`config.mk`:
```
export PLATFORM = sky130hd
export DESIGN_NAME = sccm_top
export DESIGN_NICKNAME = d
export VERILOG_FILES = /design/src/verilog/sccm_pkg.sv /design/src/verilog/sccm_top.sv
export SDC_FILE = /design/constraint.sdc
export NUM_CORES = 1
export LEC_CHECK = 0
export BUFFER_PORTS_ARGS = -buffer_cell sky130_fd_sc_hd__buf_2
export CAP_MARGIN = 20
export CORE_MARGIN = 3
export CORE_UTILIZATION = 45
export DETAILED_ROUTE_END_ITERATION = 7
export PLACE_DENSITY = 0.77
export SLEW_MARGIN = 40
export SYNTH_ARGS = -nofsm -noshare
export SYNTH_HDL_FRONTEND = slang
export SYNTH_SLANG_ARGS = --single-unit
```
`constraint.sdc`:
```
create_clock -name MCLK_IN -period 3.04 [get_ports MCLK_IN]
set_clock_uncertainty 0.05 [all_clocks]
set_input_delay 0.152 -clock MCLK_IN [delete_from_list [all_inputs] [get_ports MCLK_IN]]
set_output_delay 0.152 -clock MCLK_IN [all_outputs]
set_load 0.01 [all_outputs]
```
`src/verilog/sccm_pkg.sv`:
```
`default_nettype none
package sccm_pkg;
  // Register indices on the plain register port
  localparam logic [1:0] SCCM_OFF_SYS_CLK = 2'h0;
  localparam logic [1:0] SCCM_OFF_FAST_RC = 2'h1;
  localparam logic [1:0] SCCM_OFF_FAST_XTAL = 2'h2;
  localparam logic [1:0] SCCM_OFF_SLOW_XTAL = 2'h3;
  localparam int SCCM_ADDR_W = 2;
  localparam int SCCM_DATA_W = 8;

  // System clock control field positions
  localparam int SCCM_SEL_LSB = 5;
  localparam int SCCM_SEL_MSB = 7;
  localparam int SCCM_HSRC_BIT = 3;
  localparam int SCCM_LSRC_BIT = 2;
  localparam int SCCM_HHALT_BIT = 1;
  localparam int SCCM_LHALT_BIT = 0;
  // Oscillator control field positions
  localparam int SCCM_RC_CODE_LSB = 2;
  localparam int SCCM_RC_CODE_MSB = 3;
  localparam int SCCM_MODE_BIT = 2;
  localparam int SCCM_FLAG_BIT = 1;
  localparam int SCCM_EN_BIT = 0;

  // Clock select codes
  localparam logic [2:0] SCCM_SEL_LOW = 3'h7;

  // Reset values
  localparam logic [2:0] SCCM_SEL_RST = 3'h0;
  localparam logic [1:0] SCCM_RC_CODE_RST = 2'h0;
  localparam logic SCCM_RC_EN_RST = 1'b1;

  // Timing counts
  localparam int SCCM_SWITCH_SYS_TICKS = 4;
  localparam int SCCM_SETTLE_TICKS = 8;

  typedef struct packed {
    logic [2:0] sel;
    logic high_source_select;
    logic low_source_select;
    logic halt_high_osc_enable;
    logic halt_low_osc_enable;
  } sccm_sys_clk_s;

  typedef enum logic [5:0] {
    SCCM_MODE_FAST = 6'h01,
    SCCM_MODE_SLOW = 6'h02,
    SCCM_MODE_SLEEP = 6'h04,
    SCCM_MODE_IDLE_LOW_ONLY = 6'h08,
    SCCM_MODE_IDLE_BOTH_CLOCKS = 6'h10,
    SCCM_MODE_IDLE_HIGH_ONLY = 6'h20
  } sccm_mode_e;
endpackage
`default_nettype wire

```
`src/verilog/sccm_top.sv`:
```
// Chosen here: strobed register access and the register addresses.
`default_nettype none
module sccm_settle #(
  parameter int TICKS = 8
) (
  input wire logic clk_in,
  input wire logic rst_n_in,
  input wire logic ce_in,
  input wire logic run_in,
  input wire logic restart_in,
  input wire logic tick_in,
  output logic stable_out
);
  localparam int CW = $clog2(TICKS + 1);
  logic [CW-1:0] cnt_r;

  // Restart wins over settling: the flag must read low first
  always_ff @(posedge clk_in) begin
    if (!rst_n_in) begin
      cnt_r <= '0;
      stable_out <= 1'b0;
    end else if (ce_in) begin
      if (!run_in || restart_in) begin
        cnt_r <= '0;
        stable_out <= 1'b0;
      end else if (tick_in && !stable_out) begin
        if (cnt_r == CW'(TICKS - 1)) begin
          stable_out <= 1'b1;
        end
        cnt_r <= cnt_r + 1'b1;
      end
    end
  end
endmodule

// Operation
// - Select code picks divided high or low clock
// - High source bit picks fast RC or crystal
// - Low source bit picks slow RC or crystal
// - Halt with both bits low enters sleep
// - Sleep keeps slow RC only with watchdog
// - Halt low-only enable enters idle, high off
// - Halt with both bits high keeps all clocks
// - Halt high-only enable enters idle, low off
// - Slow mode keeps high oscillator per enable
// - Halt enable bits matter only while halted
// - Switch completes after four current system ticks
// - Two-bit code picks 4, 8, 12, 4 MHz
// - Fast RC flag clears then sets when settled
// - New fast RC frequency applied after stable
// - Fast RC runs per enable, resets to one
// - Unused system control bit four reads zero
// - Fast crystal flag clears then sets on enable
// - Speed-up bit locked while system control register selects slow crystal
module sccm_top
  import sccm_pkg::*;
#(
  parameter int SETTLE_TICKS = SCCM_SETTLE_TICKS
) (
  // Clock, reset, enable
  input wire logic MCLK_IN,
  input wire logic RST_N_IN,
  input wire logic CE_IN,
  // Register port
  input wire logic [SCCM_ADDR_W-1:0] ADDR_IN,
  input wire logic [SCCM_DATA_W-1:0] WDATA_IN,
  input wire logic WR_IN,
  input wire logic RD_IN,
  output logic [SCCM_DATA_W-1:0] RDATA_OUT,
  // Oscillator ticks, one cycle each
  input wire logic INTERNAL_FAST_RC_OSC_TICK_IN,
  input wire logic HXT_TICK_IN,
  input wire logic INTERNAL_SLOW_RC_OSC_TICK_IN,
  input wire logic LXT_TICK_IN,
  // Processor events
  input wire logic HALT_IN,
  input wire logic WAKE_IN,
  input wire logic WDT_EN_IN,
  // Oscillator controls
  output logic INTERNAL_FAST_RC_OSC_RUN_OUT,
  output logic [1:0] INTERNAL_FAST_RC_OSC_FREQ_OUT,
  output logic HXT_RUN_OUT,
  output logic HXT_DRIVE_OUT,
  output logic INTERNAL_SLOW_RC_OSC_RUN_OUT,
  output logic LXT_RUN_OUT,
  output logic LXT_SPEEDUP_OUT,
  // Clock enables and mode
  output logic SYS_TICK_OUT,
  output logic FH_TICK_OUT,
  output logic FSUB_TICK_OUT,
  output logic CPU_RUN_OUT,
  output logic [5:0] MODE_OUT
);
  sccm_sys_clk_s scc_r;
  sccm_sys_clk_s act_r;
  sccm_mode_e mode_r;
  logic [1:0] rc_code_r;
  logic rc_en_r;
  logic xt_drive_r;
  logic xt_en_r;
  logic lx_speed_r;
  logic lx_en_r;
  logic [5:0] div_cnt_r;
  logic [2:0] sw_cnt_r;
  logic rc_stable;
  logic xt_stable;
  logic lx_stable;

  logic halted;
  logic sleeping;
  logic fh_on;
  logic fsub_on;
  logic sys_on;
  logic fh_tick;
  logic fsub_tick;
  logic cur_tick;
  logic tgt_tick;
  logic pending;
  logic rc_restart;
  logic lx_locked;
  logic [5:0] div_mask;
  logic wr_scc;
  logic wr_rc;
  logic wr_xt;
  logic wr_lx;

  assign wr_scc = CE_IN && WR_IN && ADDR_IN == SCCM_OFF_SYS_CLK;
  assign wr_rc = CE_IN && WR_IN && ADDR_IN == SCCM_OFF_FAST_RC;
  assign wr_xt = CE_IN && WR_IN && ADDR_IN == SCCM_OFF_FAST_XTAL;
  assign wr_lx = CE_IN && WR_IN && ADDR_IN == SCCM_OFF_SLOW_XTAL;

  assign halted = !(mode_r == SCCM_MODE_FAST || mode_r == SCCM_MODE_SLOW);
  assign sleeping = mode_r == SCCM_MODE_SLEEP;
  // Halt enables only steer the clocks once the processor is off
  assign fh_on = halted ? scc_r.halt_high_osc_enable : 1'b1;
  assign fsub_on = halted ? scc_r.halt_low_osc_enable : 1'b1;
  // Idle keeps the system clock only if its source stays on
  assign sys_on = !halted ? 1'b1 : (act_r.sel == SCCM_SEL_LOW) ?
                  scc_r.halt_low_osc_enable : scc_r.halt_high_osc_enable;

  assign fh_tick = fh_on && (act_r.high_source_select ?
                   (HXT_TICK_IN && HXT_RUN_OUT) : (INTERNAL_FAST_RC_OSC_TICK_IN && INTERNAL_FAST_RC_OSC_RUN_OUT));
  assign fsub_tick = fsub_on && (act_r.low_source_select ?
                     (LXT_TICK_IN && LXT_RUN_OUT) : (INTERNAL_SLOW_RC_OSC_TICK_IN && INTERNAL_SLOW_RC_OSC_RUN_OUT));
  assign div_mask = 6'(({6'h00, 1'b1} << act_r.sel) - 7'h01);
  assign cur_tick = (act_r.sel == SCCM_SEL_LOW) ? fsub_tick :
                    (fh_tick && (div_cnt_r & div_mask) == div_mask);

  // Target edge comes from the requested source before it is live
  assign tgt_tick = (scc_r.sel == SCCM_SEL_LOW) ?
                    (scc_r.low_source_select ? (LXT_TICK_IN && LXT_RUN_OUT)
                                             : (INTERNAL_SLOW_RC_OSC_TICK_IN && INTERNAL_SLOW_RC_OSC_RUN_OUT)) :
                    (scc_r.high_source_select ? (HXT_TICK_IN && HXT_RUN_OUT)
                                              : (INTERNAL_FAST_RC_OSC_TICK_IN && INTERNAL_FAST_RC_OSC_RUN_OUT));
  assign pending = {scc_r.sel, scc_r.high_source_select, scc_r.low_source_select} !=
                   {act_r.sel, act_r.high_source_select, act_r.low_source_select};
  assign rc_restart = wr_rc && WDATA_IN[SCCM_RC_CODE_MSB:SCCM_RC_CODE_LSB] != rc_code_r;
  assign lx_locked = scc_r.sel == SCCM_SEL_LOW && scc_r.low_source_select;

  // Register writes
  always_ff @(posedge MCLK_IN) begin
    if (!RST_N_IN) begin
      scc_r <= '{SCCM_SEL_RST, 1'b0, 1'b0, 1'b0, 1'b0};
      rc_code_r <= SCCM_RC_CODE_RST;
      rc_en_r <= SCCM_RC_EN_RST;
      xt_drive_r <= 1'b0;
      xt_en_r <= 1'b0;
      lx_speed_r <= 1'b0;
      lx_en_r <= 1'b0;
    end else begin
      if (wr_scc) begin
        scc_r.sel <= WDATA_IN[SCCM_SEL_MSB:SCCM_SEL_LSB];
        scc_r.high_source_select <= WDATA_IN[SCCM_HSRC_BIT];
        scc_r.low_source_select <= WDATA_IN[SCCM_LSRC_BIT];
        scc_r.halt_high_osc_enable <= WDATA_IN[SCCM_HHALT_BIT];
        scc_r.halt_low_osc_enable <= WDATA_IN[SCCM_LHALT_BIT];
      end
      if (wr_rc) begin
        rc_code_r <= WDATA_IN[SCCM_RC_CODE_MSB:SCCM_RC_CODE_LSB];
        rc_en_r <= WDATA_IN[SCCM_EN_BIT];
      end
      if (wr_xt) begin
        // Drive strength is frozen while the crystal enable bit is set
        if (!xt_en_r) begin
          xt_drive_r <= WDATA_IN[SCCM_MODE_BIT];
        end
        xt_en_r <= WDATA_IN[SCCM_EN_BIT];
      end
      if (wr_lx) begin
        if (!lx_locked) begin
          lx_speed_r <= WDATA_IN[SCCM_MODE_BIT];
        end
        lx_en_r <= WDATA_IN[SCCM_EN_BIT];
      end
    end
  end

  // Oscillator run controls
  always_ff @(posedge MCLK_IN) begin
    if (!RST_N_IN) begin
      INTERNAL_FAST_RC_OSC_RUN_OUT <= 1'b0;
      HXT_RUN_OUT <= 1'b0;
      LXT_RUN_OUT <= 1'b0;
      INTERNAL_SLOW_RC_OSC_RUN_OUT <= 1'b0;
      HXT_DRIVE_OUT <= 1'b0;
      LXT_SPEEDUP_OUT <= 1'b0;
    end else if (CE_IN) begin
      INTERNAL_FAST_RC_OSC_RUN_OUT <= rc_en_r && fh_on;
      HXT_RUN_OUT <= xt_en_r && fh_on;
      LXT_RUN_OUT <= lx_en_r && fsub_on;
      INTERNAL_SLOW_RC_OSC_RUN_OUT <= !sleeping || WDT_EN_IN;
      HXT_DRIVE_OUT <= xt_drive_r;
      LXT_SPEEDUP_OUT <= lx_speed_r;
    end
  end

  sccm_settle #(.TICKS(SETTLE_TICKS)) u_rc_settle (
    .clk_in(MCLK_IN),
    .rst_n_in(RST_N_IN),
    .ce_in(CE_IN),
    .run_in(INTERNAL_FAST_RC_OSC_RUN_OUT),
    .restart_in(rc_restart),
    .tick_in(INTERNAL_FAST_RC_OSC_TICK_IN),
    .stable_out(rc_stable)
  );

  sccm_settle #(.TICKS(SETTLE_TICKS)) u_xt_settle (
    .clk_in(MCLK_IN),
    .rst_n_in(RST_N_IN),
    .ce_in(CE_IN),
    .run_in(HXT_RUN_OUT),
    .restart_in(1'b0),
    .tick_in(HXT_TICK_IN),
    .stable_out(xt_stable)
  );

  sccm_settle #(.TICKS(SETTLE_TICKS)) u_lx_settle (
    .clk_in(MCLK_IN),
    .rst_n_in(RST_N_IN),
    .ce_in(CE_IN),
    .run_in(LXT_RUN_OUT),
    .restart_in(1'b0),
    .tick_in(LXT_TICK_IN),
    .stable_out(lx_stable)
  );

  // Code 11 falls back to the 4 MHz setting downstream
  always_ff @(posedge MCLK_IN) begin
    if (!RST_N_IN) begin
      INTERNAL_FAST_RC_OSC_FREQ_OUT <= SCCM_RC_CODE_RST;
    end else if (CE_IN && rc_stable) begin
      INTERNAL_FAST_RC_OSC_FREQ_OUT <= rc_code_r;
    end
  end

  // Divider and glitch-free source switch; a dead current source stalls it
  always_ff @(posedge MCLK_IN) begin
    if (!RST_N_IN) begin
      div_cnt_r <= 6'h00;
      sw_cnt_r <= 3'h0;
      act_r <= '{SCCM_SEL_RST, 1'b0, 1'b0, 1'b0, 1'b0};
    end else if (CE_IN) begin
      if (fh_tick) begin
        div_cnt_r <= div_cnt_r + 6'h01;
      end
      if (!pending || halted) begin
        sw_cnt_r <= 3'h0;
      end else if (sw_cnt_r < 3'(SCCM_SWITCH_SYS_TICKS)) begin
        if (cur_tick) begin
          sw_cnt_r <= sw_cnt_r + 3'h1;
        end
      end else if (tgt_tick) begin
        act_r <= scc_r;
        sw_cnt_r <= 3'h0;
      end
    end
  end

  always_ff @(posedge MCLK_IN) begin
    if (!RST_N_IN) begin
      SYS_TICK_OUT <= 1'b0;
      FH_TICK_OUT <= 1'b0;
      FSUB_TICK_OUT <= 1'b0;
    end else if (CE_IN) begin
      SYS_TICK_OUT <= cur_tick && sys_on;
      FH_TICK_OUT <= fh_tick;
      FSUB_TICK_OUT <= fsub_tick;
    end
  end

  // Power mode sequencer
  always_ff @(posedge MCLK_IN) begin
    if (!RST_N_IN) begin
      mode_r <= SCCM_MODE_FAST;
    end else if (CE_IN) begin
      case (mode_r)
        SCCM_MODE_FAST, SCCM_MODE_SLOW: begin
          if (HALT_IN) begin
            case ({scc_r.halt_high_osc_enable, scc_r.halt_low_osc_enable})
              2'h0: mode_r <= SCCM_MODE_SLEEP;
              2'h1: mode_r <= SCCM_MODE_IDLE_LOW_ONLY;
              2'h3: mode_r <= SCCM_MODE_IDLE_BOTH_CLOCKS;
              default: mode_r <= SCCM_MODE_IDLE_HIGH_ONLY;
            endcase
          end else begin
            mode_r <= (act_r.sel == SCCM_SEL_LOW) ? SCCM_MODE_SLOW : SCCM_MODE_FAST;
          end
        end
        SCCM_MODE_SLEEP, SCCM_MODE_IDLE_LOW_ONLY, SCCM_MODE_IDLE_BOTH_CLOCKS,
        SCCM_MODE_IDLE_HIGH_ONLY: begin
          if (WAKE_IN) begin
            mode_r <= (act_r.sel == SCCM_SEL_LOW) ? SCCM_MODE_SLOW : SCCM_MODE_FAST;
          end
        end
        default: mode_r <= SCCM_MODE_FAST;
      endcase
    end
  end

  always_ff @(posedge MCLK_IN) begin
    if (!RST_N_IN) begin
      CPU_RUN_OUT <= 1'b0;
      MODE_OUT <= 6'h00;
    end else if (CE_IN) begin
      CPU_RUN_OUT <= !halted;
      MODE_OUT <= mode_r;
    end
  end

  // Read data stands one cycle after the strobe, zero after other enabled cycles, held while CE_IN is low
  always_ff @(posedge MCLK_IN) begin
    if (!RST_N_IN) begin
      RDATA_OUT <= 8'h00;
    end else if (CE_IN && RD_IN) begin
      case (ADDR_IN)
        SCCM_OFF_SYS_CLK: RDATA_OUT <= {scc_r.sel, 1'b0, scc_r.high_source_select,
                                        scc_r.low_source_select,
                                        scc_r.halt_high_osc_enable,
                                        scc_r.halt_low_osc_enable};
        SCCM_OFF_FAST_RC: RDATA_OUT <= {4'h0, rc_code_r, rc_stable, rc_en_r};
        SCCM_OFF_FAST_XTAL: RDATA_OUT <= {5'h00, xt_drive_r, xt_stable, xt_en_r};
        SCCM_OFF_SLOW_XTAL: RDATA_OUT <= {5'h00, lx_speed_r, lx_stable, lx_en_r};
        default: RDATA_OUT <= 8'h00;
      endcase
    end else if (CE_IN) begin
      RDATA_OUT <= 8'h00;
    end
  end

  property p_slow_sel;
    @(posedge MCLK_IN) disable iff (!RST_N_IN)
      CE_IN && !halted && act_r.sel == SCCM_SEL_LOW && fsub_tick |=> SYS_TICK_OUT;
  endproperty
  a_slow_sel: assert property (p_slow_sel) else $error("low clock tick lost");

  property p_high_rc;
    @(posedge MCLK_IN) disable iff (!RST_N_IN)
      CE_IN && fh_on && !act_r.high_source_select && INTERNAL_FAST_RC_OSC_TICK_IN && INTERNAL_FAST_RC_OSC_RUN_OUT
      |=> FH_TICK_OUT;
  endproperty
  a_high_rc: assert property (p_high_rc) else $error("fast RC tick lost");

  property p_low_rc;
    @(posedge MCLK_IN) disable iff (!RST_N_IN)
      CE_IN && fsub_on && !act_r.low_source_select && INTERNAL_SLOW_RC_OSC_TICK_IN && INTERNAL_SLOW_RC_OSC_RUN_OUT
      |=> FSUB_TICK_OUT;
  endproperty
  a_low_rc: assert property (p_low_rc) else $error("slow RC tick lost");

  property p_sleep_off;
    @(posedge MCLK_IN) disable iff (!RST_N_IN)
      CE_IN && sleeping |=> !SYS_TICK_OUT && !FH_TICK_OUT && !FSUB_TICK_OUT && !CPU_RUN_OUT;
  endproperty
  a_sleep_off: assert property (p_sleep_off) else $error("clock alive in sleep");

  property p_sleep_wdt;
    @(posedge MCLK_IN) disable iff (!RST_N_IN)
      CE_IN && sleeping && !WDT_EN_IN |=> !INTERNAL_SLOW_RC_OSC_RUN_OUT;
  endproperty
  a_sleep_wdt: assert property (p_sleep_wdt) else $error("slow RC on without watchdog");

  property p_idle_low;
    @(posedge MCLK_IN) disable iff (!RST_N_IN)
      CE_IN && mode_r == SCCM_MODE_IDLE_LOW_ONLY |=> !FH_TICK_OUT;
  endproperty
  a_idle_low: assert property (p_idle_low) else $error("high clock on in idle low");

  property p_idle_high;
    @(posedge MCLK_IN) disable iff (!RST_N_IN)
      CE_IN && mode_r == SCCM_MODE_IDLE_HIGH_ONLY |=> !FSUB_TICK_OUT;
  endproperty
  a_idle_high: assert property (p_idle_high) else $error("low clock on in idle high");

  property p_rc_restart;
    @(posedge MCLK_IN) disable iff (!RST_N_IN)
      rc_restart |=> !rc_stable ##1 !rc_stable;
  endproperty
  a_rc_restart: assert property (p_rc_restart) else $error("RC flag not cleared");

  property p_rc_apply;
    @(posedge MCLK_IN) disable iff (!RST_N_IN)
      CE_IN && !rc_stable |=> INTERNAL_FAST_RC_OSC_FREQ_OUT == $past(INTERNAL_FAST_RC_OSC_FREQ_OUT);
  endproperty
  a_rc_apply: assert property (p_rc_apply) else $error("RC code applied early");

  property p_lx_lock;
    @(posedge MCLK_IN) disable iff (!RST_N_IN)
      wr_lx && lx_locked |=> $stable(lx_speed_r);
  endproperty
  a_lx_lock: assert property (p_lx_lock) else $error("speed-up changed while locked");

  property p_bit4;
    @(posedge MCLK_IN) disable iff (!RST_N_IN)
      CE_IN && RD_IN && ADDR_IN == SCCM_OFF_SYS_CLK |=> RDATA_OUT[4] == 1'b0;
  endproperty
  a_bit4: assert property (p_bit4) else $error("unused bit reads one");

  property p_switch_wait;
    @(posedge MCLK_IN) disable iff (!RST_N_IN)
      CE_IN && sw_cnt_r < 3'(SCCM_SWITCH_SYS_TICKS) |=> act_r == $past(act_r);
  endproperty
  a_switch_wait: assert property (p_switch_wait) else $error("switched too early");

  c_sleep: cover property (@(posedge MCLK_IN) mode_r == SCCM_MODE_SLEEP);
  c_idle_both: cover property (@(posedge MCLK_IN) mode_r == SCCM_MODE_IDLE_BOTH_CLOCKS);
  c_switch: cover property (@(posedge MCLK_IN) pending ##1 !pending);
  c_rc_stable: cover property (@(posedge MCLK_IN) rc_restart ##[1:200] rc_stable);
endmodule
`default_nettype wire

```
# --- Word-level counts from Yosys, hierarchy flattened ---
# Index checks and enable logic that the tools add are counted.
word_totals:
  output_inout_bits: 26
  ff_bits: 75
  elab_cells: 165
  input_bits: 22
op_classes:
  n_reduce_logical: 54
  eq_ne: 25
  n_lt_le_gt_ge: 1
  addsub: 6
  muxes: 37
  n_shift: 1
  bitwise_logic: 5
ops:
  columns: ["op", "n"]
  rows:
  - ["$pmux 8 s4", 1]
  - ["$mux 4", 6]
  - ["$logic_and 1x1->1", 23]
  - ["$mux 1", 19]
  - ["$pmux 6 s3", 1]
  - ["$mux 8", 2]
  - ["$reduce_and 2->1", 7]
  - ["$add 4x1->4 const B", 3]
  - ["$eq 4x3->1 const B", 3]
  - ["$mux 3", 4]
  - ["$mux 6", 2]
  - ["$pmux 6 s2", 1]
  - ["$reduce_and 3->1", 4]
  - ["$ne 2x1->1 const B", 4]
  - ["$logic_not 1->1", 7]
  - ["$add 6x1->6 const B", 1]
  - ["$and 6x6->6", 1]
  - ["$eq 2x2->1 const B", 3]
  - ["$eq 3x3->1 const B", 2]
  - ["$eq 6x1->1 const B", 1]
  - ["$eq 6x2->1 const B", 1]
  - ["$eq 6x3->1 const B", 1]
  - ["$eq 6x4->1 const B", 1]
  - ["$eq 6x5->1 const B", 1]
  - ["20 further kinds", 30]

# --- Logic depth before layout (Yosys ltp) ---
# Gate-level depths: netlist (run 1).
logic_depth:
  ltp_word: 9
  depth_mapped: 7
  depth_no_buf: 6

# --- Modules after synthesis ---
# From an unflattened synthesis (run 1), not the netlist that was laid out.
hier_totals:
  hier_cells: 389
  hier_area_um2: 3505.9
by_module_without_submodules:
  columns: ["module", "cells_per_inst", "instances", "seq_area_each_um2", "area_per_inst_um2"]
  rows:
  - ["sccm_top", 299, 1, 1181.1, 2713.9]
  - ["sccm_settle", 30, 3, 100.1, 264.0]

# --- Least setup slack after synthesis (run 1) ---
# Ideal clock, no wire load.
synth_timing:
  kind: "flip-flop to flip-flop"
  start: "register mode_r[5]"
  end: "register sw_cnt_r[0]"
  setup_time_ns: 0.072
  path_slack_ns: 1.242
  path_buffers: 1
  arrival_time_ns: 1.677
  required_ns: 2.918
  path_stages_with_launch: 8
  cell_sequence: "dfxtp_1 -> nor4_2 -> and2_1 -> buf_6 -> o21ai_0 -> a221o_1 -> a31oi_2 -> mux2i_1"
synth_between:
  elab_chain_cells: 8
  word_cells_on_any_way: 15
  classes_between: "3 x eq/ne; 4 x mux; 8 x reduce/logical"
synth_lines:
  columns: ["item", "line_no", "text"]
  rows:
  - ["start: declaration", "sccm_top.sv:96", "sccm_mode_e mode_r;"]
  - ["start signal: assignment", "sccm_top.sv:306", "mode_r <= (act_r.sel == SCCM_SEL_LOW) ? SCCM_MODE_SLOW : SCCM_MODE_FAST;"]
  - ["start signal: assignment", "sccm_top.sv:312", "mode_r <= (act_r.sel == SCCM_SEL_LOW) ? SCCM_MODE_SLOW : SCCM_MODE_FAST;"]
  - ["$eq 6x1->1 or $eq 6x2->1 (tied branches)", "sccm_top.sv:132", "assign halted = !(mode_r == SCCM_MODE_FAST || mode_r == SCCM_MODE_SLOW);"]
  - ["$logic_or 1x1->1 *", "sccm_top.sv:132", null]
  - ["$mux 1", "sccm_top.sv:135", "assign fh_on = halted ? scc_r.halt_high_osc_enable : 1'b1;"]
  - ["$logic_and 1x1->1", "sccm_top.sv:141", "assign fh_tick = fh_on && (act_r.high_source_select ?"]
  - ["$logic_and 1x1->1", "sccm_top.sv:147", "(fh_tick && (div_cnt_r & div_mask) == div_mask);"]
  - ["$mux 1", "sccm_top.sv:146", "assign cur_tick = (act_r.sel == SCCM_SEL_LOW) ? fsub_tick :"]
  - ["$ne 3x3->1 (no source line)", null, null]
  - ["$reduce_and 3->1 (no source line)", null, null]
  - ["end signal: assignment", "sccm_top.sv:270", "sw_cnt_r <= sw_cnt_r + 3'h1;"]
  - ["end: declaration", "sccm_top.sv:104", "logic [2:0] sw_cnt_r;"]
# Every way passes the cells marked *; elsewhere a longest branch is shown, timed or not.
# A chain may end at the register's enable or synchronous reset.

# --- Worst setup path in the final report (run 1) ---
layout_timing:
  start: "register mode_r[5]"
  end: "register sw_cnt_r[1]"
# The elaborated chain is that of the path after synthesis.

==> results of run 1 <==
==> synth_stat cells (4+ instances only) <==
| master | n | area [sq um] |
|---|---|---|
| nor3_1 | 6 | 30.0 |
| nor2b_1 | 4 | 25.0 |
| o21ai_0 | 18 | 90.1 |
| nor4b_1 | 4 | 35.0 |
| nor2_1 | 63 | 236 |
| a21oi_1 | 18 | 90.1 |
| ha_1 | 5 | 62.6 |
| nand2_1 | 33 | 124 |
| mux2i_1 | 34 | 340 |
| xnor2_1 | 10 | 87.6 |
| a22oi_1 | 6 | 45.0 |
| nand2b_1 | 4 | 25.0 |
| clkbuf_1 | 16 | 60.1 |
| inv_1 | 6 | 22.5 |
| nand3_1 | 19 | 95.1 |
| nand4_1 | 5 | 31.3 |
| xor2_1 | 10 | 87.6 |
| dfxtp_1 | 74 | 1480 |
==> layer usage <==
metal  track usage  share of wire
met2         0.289           0.47
met5             0              0
met1         0.244           0.48
met4        0.0855          0.018
met3        0.0442          0.032
==> power breakdown <==
group	leakage (nW)	total [mW]	switching, mW	internal (mW)
clock network	0.123	0.920	0.375	0.545
registers	0.599	1.00	0.0178	0.986
logic	0.891	0.167	0.101	0.0661
==> sequential cells by signal (all words and copies together) (netlist names), 2 cells and up <==
register                       cells
rc_code_r                          2
INTERNAL_FAST_RC_OSC_FREQ_OUT      2
MODE_OUT                           6
u_rc_settle.cnt_r                  4
scc_r                              7
sw_cnt_r                           3
u_xt_settle.cnt_r                  4
mode_r                             6
div_cnt_r                          6
act_r                              5
RDATA_OUT                          7
u_lx_settle.cnt_r                  4
==> through the flow <==
| stage | worst slack (ps) | utilization | hold WS (ps) | cell area (sq um) | power (mW) |
|---|---|---|---|---|---|
| 2_1_floorplan | 1240 | - | 227 | 3430 | 1.14 |
| 3_3_place_gp | 902 | 0.508 | 338 | 3730 | 1.18 |
| 4_1_cts | 835 | 0.547 | 17.4 | 4010 | 2.11 |
| 3_5_place_dp | 858 | 0.508 | 350 | 3730 | 1.19 |
| 6_report | 841 | 0.547 | 21.6 | 4010 | 2.09 |
| 5_1_grt | 612 | 0.547 | 58.5 | 4010 | 2.16 |
==> layout by cell type (no fill, tap or decap), types with 6 or more instances in the layout <==
cell type  count
dfxtp_1       74
xnor2_1       10
nand2_1       33
nand3_1       19
mux2i_1       34
nor3_1         6
a21oi_1       18
inv_1          6
o21ai_0       18
clkbuf_8       9
nor2_1        63
xor2_1        10
buf_2         45
a22oi_1        6
==> logic make-up (layout without fill, tap and decap cells) <==
group                      after synthesis  after routing
and+or+nand+nor                        153            153
DFF                                     74             74
AOI/OAI and AO/OA                       63             63
muxes                                   40             40
buffers and inverters                   28             77
xor gates and xnor gates                20             20
adders and majority gates                5              5
other                                    1              1
==> worst min-delay path: cells and delay by family <==
kind          cells  cell delay [ps]
buf+inv           1              110
simple gates      1               70
mux               1               70
==> area by class of cell <==
type,count,area (sq um)
clock buffer,9,124
fill,664,3320
multi-input combinational,282,1830
tap,99,124
timing repair buffer,54,303
sequential,74,1480
clock inverter,7,118
inverter,7,26.3
==> timing repair <==
item                                   CTS  global route
buffers inserted                         0             0
hold buffers                             4             0
endpoints found under the hold margin    4             0
==> worst max path at each step <==
stage,startpoint,endpoint,cells past startpoint
floorplan,mode_r[5]$_SDFFE_PN0P_,sw_cnt_r[0]$_SDFFE_PN0P_,7
global placement,CE_IN,act_r[4]$_SDFFE_PN0P_,6
detailed placement,CE_IN,act_r[5]$_SDFFE_PN0P_,6
CTS,mode_r[5]$_SDFFE_PN0P_,sw_cnt_r[1]$_SDFFE_PN0P_,6
global route,mode_r[5]$_SDFFE_PN0P_,sw_cnt_r[2]$_SDFFE_PN0P_,6
finish,mode_r[5]$_SDFFE_PN0P_,sw_cnt_r[1]$_SDFFE_PN0P_,6
==> run_results.csv, run 1 <==
group,metric,value,unit
clocking,cts.sinks,74,
logic_synthesis,yosys_register_bits,74,
clocking,cts_buffer_depth,2,
timing,setup_viol,0,
run_status,outcome,"complete, no violations",
logic_synthesis,ys_types,51,
logic_synthesis,synth_warnings,0,
clocking,cts_buffers,9,
timing,fin_crit,2200,ps
floorplan,num_io_pins,48,
timing,worst_pin_slew,738,ps
logic_synthesis,synth_fa_ha_area_frac,0.0183,
logic_synthesis,synth-compound-area-share,0.118,
timing,fin_tns_setup,0,ps
global_routing,grt_max_degree,57,
clocking,clockRootBuffer,"clkbuf_8",
setup_path,crit_chain,"nor4_2 -> and2_1 -> o21ai_0 -> or2_1 -> a31oi_2 -> mux2i_1",
min_path,hold_start,"WDATA_IN[3]",
pwr,power_density,522,nW/um^2
setup_path,crit_buf_inv,0,
setup_path,criticalPathCategory,"reg2reg",
route,final_antenna_net_count,0,
setup_path,end_kind,"flip-flop",
clocking,cts_tree,"done",
timing,hold_viol,0,
global_routing,grt_pass1_wl,13.0,mm
finish,fin_cells,532,
route,drt_wl_total,7.56,mm
route,firstDrtPassIters,4,
finish,fin_nets,455,
setup_path,reg2regPathDepth,6,
timing,rsz0062_at_grt,"false",
logic_synthesis,synth_simple_gate_area_share,0.215,
clocking,htree_num_levels,3,
floorplan,fp.dieW,93.3,um
route,drc,0,
placement,port_buffers,45,
clocking,clk_latency,360,ps
timing,relSlewSlack,0.501,
logic_synthesis,synth_cells,384,
placement,dp_hpwl,5.32,mm
timing,fin_crit_sh,0.723,
global_routing,gr-usage-all-layers,0.186,
logic_synthesis,synth_edf_count,0,
route,vias,2865,
setup_path,cp_slowest_cell,"and2_1",
floorplan,die_area,8700,sq um
floorplan,core,7330,sq um
logic_synthesis,synth_mux_area_frac,0.129,
setup_path,cp.arrival,2430,ps
min_path,hold_path.class,"in2reg",
logic_synthesis,syn_nets,411,
timing,max_freq,455,MHz
route,wl_per_cell,14.2,um
setup_path,cp_slowest_stage_delay,430,ps
setup_path,r2r-end,"sw_cnt_r[1]$_SDFFE_PN0P_",
global_routing,overflow,0,
logic_synthesis,syn_avg_cell_area,8.92,sq um
global_routing,antenna_found_initial,0,
job,drv_cap,0,
placement,gp_congestion,0.803,
finish,drive_above_1_share,0.182,
setup_path,crit_required,3270,ps
floorplan,rows,31,
logic_synthesis,synthXorXnorAreaFrac,0.0511,
setup_path,path_delay_family,"simple AND/OR/NAND/NOR gates",
route,via_per_inst,5.39,
global_routing,grt_pass1_vias,2824,
clocking,cts.reportedPaths.clkPinSlew,80,ps
setup_path,r2r-start,"mode_r[5]$_SDFFE_PN0P_",
logic_synthesis,synth_top_flop_cell,"dfxtp_1",
logic_synthesis,netlist_area,3430,sq um
logic_synthesis,synth_top_family_by_area,"simple AND/OR/NAND/NOR gates",
setup_path,cp_max_fo,10,
setup_path,cp-start-kind,"flip-flop",
pwr,ir_worst_vdd,0.000257,V
route,drtIter0Drc,189,
pwr,cellLeakagePower,1.61,nW
logic_synthesis,async_flop_share,0,
setup_path,reg2reg_slack,840,ps
logic_synthesis,yosysSeqAreaShare,0.432,
finish,n_antenna_cell,0,
floorplan,die_y,93.3,um
min_path,min_to,"scc_r[3]$_SDFFE_PN0P_",
clocking,cts_resized,0,
placement,dp_cells,512,
finish,synthToLayoutAreaGrowth,16.9,%
timing,report.final.slew_viol_count,0,
min_path,hold_depth,3,
floorplan,initial_core_util,0.467,
Note: power is estimated with default switching activity, not from simulation.
==> inputs of run 2 (changes only) <==
- PLACE_DENSITY: 0.77 -> 0.8
- clock period: 3.04 -> 1.9 ns (I/O delays scaled with it)
==> run_results.csv, run 2 (synthesis results as in run 1) <==
group,metric,value,unit
floorplan,num_io_pins,48,
route,drc,0,
floorplan,rows,31,
pwr,ir_worst_vdd,0.000312,V
pwr,power_density,744,nW/um^2
global_routing,overflow,0,
setup_path,crit_required,2120,ps
finish,fin_nets,487,
placement,gp_congestion,0.850,
timing,report.final.slew_viol_count,0,
clocking,clockRootBuffer,"clkbuf_8",
global_routing,gr-usage-all-layers,0.192,
setup_path,cp-start-kind,"flip-flop",
finish,final_util,0.585,
setup_path,end_kind,"flip-flop",
floorplan,fp.dieW,93.3,um
clocking,cts_buffer_depth,2,
floorplan,initial_core_util,0.467,
timing,rsz0062_at_grt,"true",
clocking,cts_tree,"done",
route,firstDrtPassIters,5,
timing,fin_crit_sh,0.975,
finish,n_antenna_cell,0,
route,vias,3022,
clocking,cts.reportedPaths.clkPinSlew,80,ps
clocking,htree_num_levels,3,
finish,synthToLayoutAreaGrowth,25.2,%
placement,dp_cells,535,
min_path,hold_path.class,"in2reg",
global_routing,grt_pass1_wl,13.4,mm
placement,dp_hpwl,5.76,mm
placement,port_buffers,45,
route,drt_wl_total,8.13,mm
setup_path,cp.arrival,2070,ps
global_routing,grt_max_degree,37,
clocking,cts_buffers,9,
floorplan,die_y,93.3,um
clocking,cts.sinks,74,
route,drtIter0Drc,209,
setup_path,criticalPathCategory,"reg2reg",
route,wl_per_cell,14.4,um
floorplan,core,7330,sq um
timing,fin_ws,46.7,ps
route,final_antenna_net_count,0,
timing,fin_crit,1850,ps
finish,drive_above_1_share,0.243,
global_routing,grt_pass1_vias,2927,
run_status,outcome,"complete, no violations",
timing,max_freq,540,MHz
setup_path,cp_max_fo,4,
timing,whs,14.8,ps
route,via_per_inst,5.36,
pwr,finalPower,3.19,mW
floorplan,die_area,8700,sq um
finish,layout_common_cells,"dfxtp_1, nor2_1, buf_2",
clocking,clk_latency,350,ps
timing,setup_viol,0,
finish,top_regs,"RDATA_OUT: 7 flops, scc_r: 7 flops",
global_routing,antenna_found_initial,0,
job,drv_cap,0,
timing,hold_viol,0,
finish,layout_commonest_cell,"dfxtp_1",
pwr,cellLeakagePower,1.76,nW
finish,fin_cells,564,
finish,nFillCells,601,
placement,pre_cts_ws,-5.54,ps
[run 2: changes by cell type in the layout (fill, tap and decap cells not counted), sizes merged]
| cell | previous run | this run |
|---|---|---|
| buf | 50 | 78 |
| bufinv | 3 | 1 |
| clkbuf | 9 | 12 |
| clkinv | 5 | 2 |
| clkinvlp | 0 | 2 |
| dlygate4sd3 | 4 | 8 |
[run 2: layout make-up]
type | count | area (sq um) | area share
sequential | 74 | 1480 | 0.346
multi-input combinational | 282 | 1880 | 0.438
clock inverter | 4 | 50.0 | 0.0117
timing repair buffer | 86 | 573 | 0.134
tap | 99 | 124 | 0.0289
inverter | 7 | 26.3 | 0.00613
clock buffer | 12 | 155 | 0.0362
[run 2: report_power, final]
part | switching (mW) | internal [mW] | leakage (nW)
Clock | 0.571 | 0.677 | 0.0986
Sequential | 0.0237 | 1.58 | 0.599
Combinational | 0.185 | 0.156 | 1.06
[run 2: worst max-delay path: stages, from the launching register on]
cell and delay (ps):
dfxtp_1 390, nand2_1 100, o21ai_0 300, o21ai_0 160, a221o_1 350, a31oi_4 230
mux2i_1 210
[run 2: path summary, 6_finish.rpt]
check / start / endpoint / slack (ps) / depth (start not counted)
worst max-delay path: INTERNAL_FAST_RC_OSC_RUN_OUT$_SDFFE_PN0P_ / sw_cnt_r[1]$_SDFFE_PN0P_ / 50 / 6
worst min-delay path: WDATA_IN[2] / xt_drive_r$_SDFFE_PN0P_ / 10 / 3
worst max register to register: INTERNAL_FAST_RC_OSC_RUN_OUT$_SDFFE_PN0P_ / sw_cnt_r[1]$_SDFFE_PN0P_ / 50 / 6
worst min register to register: INTERNAL_FAST_RC_OSC_FREQ_OUT[1]$_SDFFE_PN0P_ / INTERNAL_FAST_RC_OSC_FREQ_OUT[1]$_SDFFE_PN0P_ / 400 / 2
[run 2: per-layer routing]
metal	routed length, um	GRT usage	vias up
met5	0	0	-
met1	3600	0.241	1439
li1	-	-	1494
met3	398	0.0370	10
met2	4010	0.323	79
met4	119	0.0733	0
[run 2: repair_timing]
item | 4_1_cts | 5_1_grt
gates resized for setup | 3 | 10
pin swaps | 0 | 8
buffers inserted | 0 | 5
hold endpoints to repair | 13 | 0
endpoints found under the setup margin | 4 | 11
hold buffers | 8 | 0
[run 2: stage by stage]
| stage | setup TNS, ps | area, sq um |
|---|---|---|
| after floorplan | 0 | 3430 |
| after global placement | 0 | 3910 |
| after detailed placement | -10.9 | 3910 |
| after CTS | 0 | 4210 |
| after global routing | -201 | 4290 |
| final | 0 | 4290 |
